<file path="src/core/dmhbp_pkg.sv">
// Purpose: Shared constants for the dual mode host bus port
// Assumes: Controller clock of 100 MHz, host bus clock sampled as a plain input
// Notes: Timing counts are in controller clock periods
package dmhbp_pkg;
  // ----------------------------------------------------------------
  // Widths
  // ----------------------------------------------------------------
  localparam int unsigned DATA_W = 16;
  localparam int unsigned ADDR_W = 16;
  localparam int unsigned MEM_DEPTH = 256;
  localparam int unsigned IDX_W = 8;
  // ----------------------------------------------------------------
  // Timing in controller clock periods
  // ----------------------------------------------------------------
  localparam int unsigned CLK_PERIOD_NS = 10;
  localparam int unsigned HOST_BUS_CLOCK_LOW_MIN_CC = 1;
  localparam int unsigned HOST_BUS_CLOCK_HIGH_MIN_CC = 4;
  localparam int unsigned RD_VALID_MIN_CC = 2;
  localparam int unsigned RD_VALID_MAX_CC = 3;
  localparam int unsigned WR_HOLD_MIN_CC = 3;
  localparam int unsigned STRETCH_PERIODS = 3;
  // Host bus clock: max 8 MHz, period 125 ns
  localparam int unsigned HBCLK_MAX_MHZ = 8;
  localparam int unsigned HBCLK_MIN_PERIOD_NS = 1000 / HBCLK_MAX_MHZ;
  localparam int unsigned HBCLK_HALF_CC =
    (HBCLK_MIN_PERIOD_NS + 2 * CLK_PERIOD_NS - 1) / (2 * CLK_PERIOD_NS);
  // Host side high phase: base half period plus stretch
  localparam int unsigned HOST_HIGH_CC = HBCLK_HALF_CC + STRETCH_PERIODS;
  localparam int unsigned HOST_LOW_CC = HBCLK_HALF_CC;
  // Async strobe hold on the host side
  localparam int unsigned AMI_STROBE_CC = 16;
  localparam int unsigned CNT_W = 5;
endpackage

</file>
<file path="src/core/dmhbp_if.sv">
// Purpose: Pin level carrier between host and port
// Assumes: Output enables are active low
// Notes: Wire levels of the shared data bus are resolved by the bench
`timescale 1ns/10ps
`default_nettype none
interface dmhbp_if;
  // ----------------------------------------------------------------
  // Async memory pins
  // ----------------------------------------------------------------
  logic sel_b;
  logic wr_b;
  logic oe_b;
  logic [dmhbp_pkg::ADDR_W-1:0] addr;
  // ----------------------------------------------------------------
  // Synchronous pins
  // ----------------------------------------------------------------
  logic host_bus_clock;
  logic rd_not_wr;
  logic low_byte_strobe;
  // Shared data pins: data out and output enable per end, one resolved input
  logic [dmhbp_pkg::DATA_W-1:0] dev_dout;
  logic dev_doe_b;
  logic [dmhbp_pkg::DATA_W-1:0] host_dout;
  logic host_doe_b;
  logic [dmhbp_pkg::DATA_W-1:0] data_in;
  modport dev (
    input sel_b, wr_b, oe_b, addr, host_bus_clock, rd_not_wr, low_byte_strobe, data_in,
    output dev_dout, dev_doe_b
  );
  modport host (
    output sel_b, wr_b, oe_b, addr, host_bus_clock, rd_not_wr, low_byte_strobe,
    output host_dout, host_doe_b,
    input data_in
  );
endinterface
`default_nettype wire

</file>
<file path="src/core/dmhbp_dev.sv">
// Purpose: Device end of the dual mode host bus port with a word store
// Assumes: All bus pins come from outside and pass two flip-flops; the mode strap is caught in one
// Notes: Mode pin is strapped and caught once after reset release
//
// Summary of operation
// - Async: select and write low writes
// - Async: select, output enable low, write high reads
// - Data pins released unless a read drives
// - Sync bus follows host clock, both edges sampled
// - Host stretches clock high phase three controller clock periods
// - Host clock low at least one period
// - Host clock high at least four periods
// - Read data valid two to three periods
// - Host holds write data three periods
// - Address and low strobe captured on rise
`timescale 1ns/10ps
`default_nettype none
module dmhbp_dev #(
  parameter int unsigned DEPTH = dmhbp_pkg::MEM_DEPTH
) (
  input wire logic core_clk,
  input wire logic rst_b,
  input wire logic async_memory_mode,
  dmhbp_if.dev bus,
  output logic wr_pulse,
  output logic [dmhbp_pkg::ADDR_W-1:0] wr_addr,
  output logic [dmhbp_pkg::DATA_W-1:0] wr_data,
  output logic wr_low_only,
  output logic rd_pulse,
  output logic mode_async
);
  // ----------------------------------------------------------------
  // Input synchronisers
  // ----------------------------------------------------------------
  localparam int unsigned SW = 4 + dmhbp_pkg::ADDR_W + dmhbp_pkg::DATA_W + 2;
  logic [SW-1:0] s1_r;
  logic [SW-1:0] s2_r;
  wire [SW-1:0] pins = {bus.sel_b, bus.wr_b, bus.oe_b, bus.host_bus_clock,
    bus.addr, bus.data_in, bus.rd_not_wr, bus.low_byte_strobe};
  // Reset to the idle pin levels, host clock low, so no false edge follows reset
  localparam logic [SW-1:0] SYNC_IDLE = {3'h7, 1'b0, {(SW-6){1'b0}}, 2'h3};
  // Two stages; only the second stage is read by logic
  always_ff @(posedge core_clk) begin
    if (!rst_b) begin
      s1_r <= SYNC_IDLE;
      s2_r <= SYNC_IDLE;
    end else begin
      s1_r <= pins;
      s2_r <= s1_r;
    end
  end
  wire sel_b_s = s2_r[SW-1];
  wire wr_b_s = s2_r[SW-2];
  wire oe_b_s = s2_r[SW-3];
  wire hclk_s = s2_r[SW-4];
  wire [dmhbp_pkg::ADDR_W-1:0] addr_s = s2_r[SW-5 -: dmhbp_pkg::ADDR_W];
  wire [dmhbp_pkg::DATA_W-1:0] din_s = s2_r[dmhbp_pkg::DATA_W+1:2];
  wire rnw_s = s2_r[1];
  wire lstb_s = s2_r[0];
  // ----------------------------------------------------------------
  // Mode strap
  // ----------------------------------------------------------------
  logic mode_taken_r;
  logic mode_r;
  // Caught once after release so the mode cannot move mid access
  // A strap change takes effect only through another reset
  always_ff @(posedge core_clk) begin
    if (!rst_b) begin
      mode_taken_r <= 1'b0;
      mode_r <= 1'b1;
    end else if (!mode_taken_r) begin
      mode_taken_r <= 1'b1;
      mode_r <= async_memory_mode;
    end
  end
  // ----------------------------------------------------------------
  // Async decode
  // ----------------------------------------------------------------
  wire a_wr = mode_taken_r && mode_r && !sel_b_s && !wr_b_s;
  wire a_rd = mode_taken_r && mode_r && !sel_b_s && !oe_b_s && wr_b_s;
  logic a_wr_d_r;
  logic a_rd_d_r;
  // Write commits when a strobe ends, so data set up to write end is used
  wire a_wr_end = a_wr_d_r && !a_wr;
  wire a_rd_start = a_rd && !a_rd_d_r;
  // Address and data are caught while the strobe is low; the host may release
  // the data lines with the strobe, so the strobe end alone comes too late
  logic [dmhbp_pkg::ADDR_W-1:0] a_wa_r;
  logic [dmhbp_pkg::DATA_W-1:0] a_wd_r;
  always_ff @(posedge core_clk) begin
    if (!rst_b) begin
      a_wa_r <= '0;
      a_wd_r <= '0;
    end else if (a_wr) begin
      a_wa_r <= addr_s;
      a_wd_r <= din_s;
    end
  end
  // ----------------------------------------------------------------
  // Sync decode
  // ----------------------------------------------------------------
  // Edges are found on the synchronised copy; a low phase shorter than one
  // period can vanish in the synchroniser, which is why the host must obey it
  logic hclk_d_r;
  wire h_rise = mode_taken_r && !mode_r && hclk_s && !hclk_d_r;
  wire h_fall = mode_taken_r && !mode_r && !hclk_s && hclk_d_r;
  logic [dmhbp_pkg::ADDR_W-1:0] s_addr_r;
  logic s_lstb_r;
  logic s_rnw_r;
  logic s_act_r;
  logic [dmhbp_pkg::CNT_W-1:0] hi_cnt_r;
  // Write data taken from pins sampled inside the host's hold window; the two
  // synchroniser stages add two periods, so one count reaches the third period
  wire s_wr_take = s_act_r && !s_rnw_r &&
    hi_cnt_r == dmhbp_pkg::CNT_W'(dmhbp_pkg::WR_HOLD_MIN_CC - 2);
  // Read drive starts at the detected rise: two synchroniser stages plus the
  // output flop put data on the pins three periods after the host's rise.
  // Any later start would miss the window, so no extra stage fits here.
  wire s_rd_go = h_rise && rnw_s;
  // ----------------------------------------------------------------
  // Word store
  // ----------------------------------------------------------------
  // No reset on the store; a word read before it is written is undefined
  logic [dmhbp_pkg::DATA_W-1:0] mem_r [DEPTH];
  wire do_wr = a_wr_end || s_wr_take;
  wire [dmhbp_pkg::ADDR_W-1:0] w_addr = mode_r ? a_wa_r : s_addr_r;
  wire [dmhbp_pkg::DATA_W-1:0] w_data = mode_r ? a_wd_r : din_s;
  wire w_low = mode_r ? 1'b0 : (s_lstb_r == 1'b0 && w_addr[0]);
  wire [dmhbp_pkg::IDX_W-1:0] w_idx = w_addr[dmhbp_pkg::IDX_W-1:0];
  // Sync reads load the output only at the detected rise, so the live address fits
  wire [dmhbp_pkg::ADDR_W-1:0] r_addr = addr_s;
  wire [dmhbp_pkg::DATA_W-1:0] r_word = mem_r[r_addr[dmhbp_pkg::IDX_W-1:0]];
  always_ff @(posedge core_clk) begin
    if (do_wr) begin
      mem_r[w_idx] <= w_data;
    end
  end
  // ----------------------------------------------------------------
  // Sequencing and pin drive
  // ----------------------------------------------------------------
  logic [dmhbp_pkg::DATA_W-1:0] dout_r;
  logic doe_b_r;
  // Async drive follows the decode; sync drive holds from rise to fall
  wire a_drive = a_rd; // released on unselect, oe high or write
  always_ff @(posedge core_clk) begin
    if (!rst_b) begin
      a_wr_d_r <= 1'b0;
      a_rd_d_r <= 1'b0;
      hclk_d_r <= 1'b0;
      s_addr_r <= '0;
      s_lstb_r <= 1'b1;
      s_rnw_r <= 1'b1;
      s_act_r <= 1'b0;
      hi_cnt_r <= '0;
      dout_r <= '0;
      doe_b_r <= 1'b1;
    end else begin
      a_wr_d_r <= a_wr;
      a_rd_d_r <= a_rd;
      hclk_d_r <= hclk_s;
      if (h_rise) begin
        s_addr_r <= addr_s;
        s_lstb_r <= lstb_s;
        s_rnw_r <= rnw_s;
        s_act_r <= 1'b1;
        hi_cnt_r <= '0;
      end else if (h_fall) begin
        s_act_r <= 1'b0;
      end else if (s_act_r) begin
        hi_cnt_r <= hi_cnt_r + 1'b1;
      end
      if (mode_r) begin
        doe_b_r <= !a_drive;
        dout_r <= r_word;
      end else if (s_rd_go) begin
        doe_b_r <= 1'b0;
        dout_r <= r_word;
      end else if (h_fall || !s_act_r) begin
        doe_b_r <= 1'b1;
      end
    end
  end
  // ----------------------------------------------------------------
  // User side notices
  // ----------------------------------------------------------------
  // Registered so the local side sees one clean pulse per access
  always_ff @(posedge core_clk) begin
    if (!rst_b) begin
      wr_pulse <= 1'b0;
      wr_addr <= '0;
      wr_data <= '0;
      wr_low_only <= 1'b0;
      rd_pulse <= 1'b0;
      mode_async <= 1'b1;
    end else begin
      wr_pulse <= do_wr;
      wr_addr <= do_wr ? w_addr : wr_addr;
      wr_data <= do_wr ? w_data : wr_data;
      wr_low_only <= do_wr ? w_low : wr_low_only;
      rd_pulse <= a_rd_start || s_rd_go;
      mode_async <= mode_r;
    end
  end
  assign bus.dev_dout = dout_r;
  assign bus.dev_doe_b = doe_b_r;
endmodule // dmhbp_dev
`default_nettype wire

</file>
<file path="src/flat_wrapper.sv">
// flat-port wrapper written by rule: the top's interface ports become plain ports
module dmhbp_dev_flat 
#(
  parameter int unsigned DEPTH = dmhbp_pkg::MEM_DEPTH
)
  (core_clk, rst_b, async_memory_mode, wr_pulse, wr_addr, wr_data, wr_low_only, rd_pulse, mode_async, bus_sel_b, bus_wr_b, bus_oe_b, bus_addr, bus_host_bus_clock, bus_rd_not_wr, bus_low_byte_strobe, bus_data_in, bus_dev_dout, bus_dev_doe_b);
  dmhbp_if bus_i ();
  input wire logic core_clk;
  input wire logic rst_b;
  input wire logic async_memory_mode;
  output logic wr_pulse;
  output logic [dmhbp_pkg::ADDR_W-1:0] wr_addr;
  output logic [dmhbp_pkg::DATA_W-1:0] wr_data;
  output logic wr_low_only;
  output logic rd_pulse;
  output logic mode_async;
  input wire logic [$bits(bus_i.sel_b)-1:0] bus_sel_b;
  input wire logic [$bits(bus_i.wr_b)-1:0] bus_wr_b;
  input wire logic [$bits(bus_i.oe_b)-1:0] bus_oe_b;
  input wire logic [$bits(bus_i.addr)-1:0] bus_addr;
  input wire logic [$bits(bus_i.host_bus_clock)-1:0] bus_host_bus_clock;
  input wire logic [$bits(bus_i.rd_not_wr)-1:0] bus_rd_not_wr;
  input wire logic [$bits(bus_i.low_byte_strobe)-1:0] bus_low_byte_strobe;
  input wire logic [$bits(bus_i.data_in)-1:0] bus_data_in;
  output wire logic [$bits(bus_i.dev_dout)-1:0] bus_dev_dout;
  output wire logic [$bits(bus_i.dev_doe_b)-1:0] bus_dev_doe_b;
  assign bus_i.sel_b = bus_sel_b;
  assign bus_i.wr_b = bus_wr_b;
  assign bus_i.oe_b = bus_oe_b;
  assign bus_i.addr = bus_addr;
  assign bus_i.host_bus_clock = bus_host_bus_clock;
  assign bus_i.rd_not_wr = bus_rd_not_wr;
  assign bus_i.low_byte_strobe = bus_low_byte_strobe;
  assign bus_i.data_in = bus_data_in;
  assign bus_dev_dout = bus_i.dev_dout;
  assign bus_dev_doe_b = bus_i.dev_doe_b;
  dmhbp_dev #(.DEPTH(DEPTH)) u_core (.core_clk(core_clk), .rst_b(rst_b), .async_memory_mode(async_memory_mode), .bus(bus_i), .wr_pulse(wr_pulse), .wr_addr(wr_addr), .wr_data(wr_data), .wr_low_only(wr_low_only), .rd_pulse(rd_pulse), .mode_async(mode_async));
endmodule
</file>
<file path="config.mk">
export PLATFORM = sky130hd
export DESIGN_NAME = dmhbp_dev_flat
export DESIGN_NICKNAME = d
export VERILOG_FILES = /design/src/core/dmhbp_pkg.sv /design/src/core/dmhbp_if.sv /design/src/core/dmhbp_dev.sv /design/src/flat_wrapper.sv
export SDC_FILE = /design/constraint.sdc
export NUM_CORES = 2
export LEC_CHECK = 0
export BUFFER_PORTS_ARGS = -buffer_cell sky130_fd_sc_hd__buf_2
export CELL_PAD_IN_SITES_DETAIL_PLACEMENT = 1
export CELL_PAD_IN_SITES_GLOBAL_PLACEMENT = 1
export CORE_MARGIN = 3
export CORE_UTILIZATION = 50
export DETAILED_ROUTE_END_ITERATION = 10
export PLACE_DENSITY = 0.71
export SYNTH_ARGS = -nofsm -noshare
export SYNTH_HDL_FRONTEND = slang
export SYNTH_SLANG_ARGS = --single-unit
</file>
<file path="constraint.sdc">
create_clock -name core_clk -period 5.3 [get_ports core_clk]
set_clock_uncertainty 0.05 [all_clocks]
set_input_delay 0.795 -clock core_clk [delete_from_list [all_inputs] [get_ports core_clk]]
set_output_delay 0.795 -clock core_clk [all_outputs]
set_load 0.005 [all_outputs]
</file>
==> results.md <==
- Count of cell types in the netlist: 76
- Vias in the first global route: 90,900
- Max VDD drop: 0.326 mV
- PortBufs: 93
- Final hold vios: 0
- Sequential share of power: 0.527
- Post-synthesis cell area: 0.164 sq mm
- Worst skew pair latency: 1.01 ns
- Die W: 579 microns
- RSZ-0062 raised after global routing: no
- Worst-path clk slew: 0.07 ns
- DR iter-0 viols: 14,600
- CTS sink cnt: 4,286
- Hold Crit Class: reg -> reg
- Initial antenna violation count: 37
- Drt pass-1 iters: 6
- Row cnt: 209
- Area Growth Syn to Fin: 14.4%
- Fillcell total: 27,800
- #FFs+latches synth: 4,286
- # setup viols final: 0
- CP arrival: 5.76 ns
- F_max: 205 MHz
- Post-DR vias/cell: 6.70
- Slew headroom: 0.0748
- Initial Utilization: 0.505
- Die Y: 579 microns
- Htree depth: 5
- WL final: 524,000 microns
- Fin. max-slew vios: 0
- Final Wtd Congestion: 0.904
- Number of max-cap violations: 0
- DRC viols: 0
- CTS Buffer Depth: 4
- Total track usage: 0.311
- WS Path Type: reg -> reg
- Vias post-DR: 89,700
- Num CTS Buffers: 435
- Period minus WS final: 4.88 ns
- Final period util: 0.921
- Cells after Synth: 7,936
- Worst EP required: 6.18 ns
- Met3 usage: 0.0690
- Post-DP HPWL: 325,000 microns
- Clock power frac: 0.439
- Ys Warns: 0
- Critical path, cell by cell: buf_4, and2_4, buf_4, a22oi_1, a21oi_1, nand3_1, nor3_1, a211o_1
- ANT nets after route: 0
- Least-Margin Pin Slew: 1.39 ns
- Most Crowded Layer GR: met2
- Number of synthesized flops with an enable pin: 4,096
- DP Cell Count: 12,500
- PwrDens: 372 mW/mm^2
- Post-synthesis sequential area ratio: 0.771
- Post-Syn Area per Cell: 20.7 sq um
- Met1 Use GR: 0.420
- CP most frequent cell: buf_4
- Critical Path Max Stage Delay: 0.90 ns
- Met2 usage: 0.481
- Final nets: 8,712
- Global-route wire length before repair: 730,000 microns
- Setup Fix Bufs, Post-CTS: 0
- Layout cells sized above 1: 0.264
- DR WL/cell: 39.1 microns
- Final Non-Filler Cells: 13,400
- Root buf cell: clkbuf_16
- Gr ovfl total: 0
- Switching part of the total power: 0.212
- Post-cts sizing count: 0
- CP Launch Type: flop
- Ports: 94
- CP bufs+invs: 2
- Delay-heaviest family, CP: simple AND/OR/NAND/NOR gates
- Worst path slowest cell: a21oi_1
- Core area: 0.326 sq mm
- CP endpoint kind: flop
- Combinational power share: 0.035
- Outcome: completed
- Sw Pwr: 0.0148 W
- Die area: 0.336 sq mm
- Mapped Nets: 7,979
- Fin Setup TNS: 0 ns
- Static Leak: 59.5 nW
- Largest net degree at the start of global routing: 153
- Max FO, Critical Path: 28
- Async S/R FF share, synth: 0
- CTS tree: built
- Synth Flop Type: edfxtp_1
- Int Pwr: 0.0551 W
per-stage QoR:
step | hold slack, ns | setup WS, ns | power (W) | util | area (sq um)
floorplan | 0.334 | 1.44 | 0.0389 | - | 164000
global placement | 0.352 | 0.240 | 0.0399 | 0.532 | 173000
detailed placement | 0.352 | 0.756 | 0.0399 | 0.533 | 174000
CTS | 0.348 | 0.805 | 0.0702 | 0.577 | 188000
global route | 0.382 | 0.594 | 0.0717 | 0.577 | 188000
finish | 0.351 | 0.420 | 0.0700 | 0.577 | 188000
cell usage in the layout, fill, tap and decap left out, drive strengths merged, types with 28 or more instances in the layout:
cell	count
a2111oi	28
a211oi	55
a21boi	48
a21oi	83
a22oi	74
and2	96
buf	718
bufinv	44
clkbuf	540
clkinv	189
dfxtp	190
dlygate4sd3	39
edfxtp	4096
mux2i	461
mux4	871
nand2	339
nand3	66
nor2	351
nor3	48
nor4	33
o21ai	70
o221ai	76
o22ai	166
layer usage:
metal / wire length (microns) / vias up
met1: 191000 / 47900
met5: 128 / -
met4: 32300 / 20
met2: 244000 / 6214
li1: - / 34400
met3: 56900 / 1208
power by group through the flow:
stage	combinational, W	clock [W]	sequential (W)
2_1_floorplan	0.00136	0	0.0375
3_3_place_gp	0.00231	0	0.0376
3_5_place_dp	0.00236	0	0.0376
4_1_cts	0.00239	0.0309	0.0369
5_1_grt	0.00249	0.0323	0.0368
6_report	0.00243	0.0307	0.0369
worst paths after layout:
path	start	endpoint	slack [ns]	cells after the start
max	u_core.s2_r[20]	u_core.bus.dev_dout[1]	0.42	8
max reg2reg	u_core.s2_r[20]	u_core.bus.dev_dout[1]	0.42	8
min reg2reg	u_core.s2_r[35]	u_core.a_rd_d_r	0.35	1
min	u_core.s2_r[35]	u_core.a_rd_d_r	0.35	1
what timing repair did:
action,CTS,global route
endpoints found under the hold margin,39,0
hold buffers,39,0
endpoints found under the setup margin,0,0
layout make-up:
| class | instances | area, sq um | area share |
|---|---|---|---|
| sequential | 4286 | 127000 | 0.674 |
| multi-input combinational | 3174 | 35400 | 0.188 |
| clock buffer | 540 | 11500 | 0.0610 |
| timing repair buffer | 758 | 6260 | 0.0333 |
| tap | 4325 | 5410 | 0.0288 |
| clock inverter | 265 | 2610 | 0.0139 |
| inverter | 14 | 62.6 | 0.000333 |
| antenna | 24 | 60.1 | 0.000319 |
worst register-to-register path, cell delays in order (launching register included):
cell and delay, ns:
dfxtp_4 0.74, buf_4 0.45, and2_4 0.74, buf_4 0.36
a22oi_1 0.14, a21oi_1 0.91, nand3_1 0.36, nor3_1 0.87
a211o_1 0.19
sequential cells by signal, indices dropped and copies added (netlist names):
name                  cells
u_core.s2_r              38
u_core.s_addr_r          16
u_core.a_wa_r            16
u_core.a_rd_d_r           1
u_core.mem_r           4096
u_core.hi_cnt_r           5
u_core.s_act_r            1
u_core.a_wr_d_r           1
u_core.wr_low_only        1
u_core.bus.dev_doe_b      1
u_core.s1_r              38
u_core.mode_r             1
u_core.wr_pulse           1
u_core.bus.dev_dout      16
u_core.hclk_d_r           1
u_core.s_rnw_r            1
u_core.mode_async         1
u_core.a_wd_r            16
u_core.wr_data           16
u_core.mode_taken_r       1
u_core.s_lstb_r           1
u_core.wr_addr           16
u_core.rd_pulse           1
cells by family after synthesis:
| logic type | count (synthesis) | synth area share |
|---|---|---|
| adder cells (fa/ha/maj) | 2 | 0.000152 |
| buffers and inverters | 476 | 0.0175 |
| AO/OA/AOI/OAI | 753 | 0.0324 |
| AND/OR/NAND/NOR | 1056 | 0.0292 |
| flip-flops | 4286 | 0.771 |
| multiplexers | 1359 | 0.149 |
| XOR/XNOR | 4 | 0.000213 |
Yosys cell counts (24+ instances only):
cell          n  area (sq um)
a22oi_1      74           556
buf_4        60           450
nand2_1     339          1270
mux2_2       27           304
nand3_1      66           330
dfxtp_1     190          3800
a21oi_1      83           415
a211oi_1     55           413
buf_1        28           105
edfxtp_1   4096        123000
nor2b_1      24           150
o21ai_0      61           305
and2_1       96           601
nor4_1       33           206
nor2_1      351          1320
a2111oi_0    28           245
nor3_1       48           240
mux4_2      871         19600
o22ai_1     166          1040
clkbuf_1    186           698
buf_2       102           510
o221ai_1     75           657
a21boi_0     48           360
buf_6        68           766
mux2i_1     461          4610
Note: power is estimated with default switching activity, not from simulation.
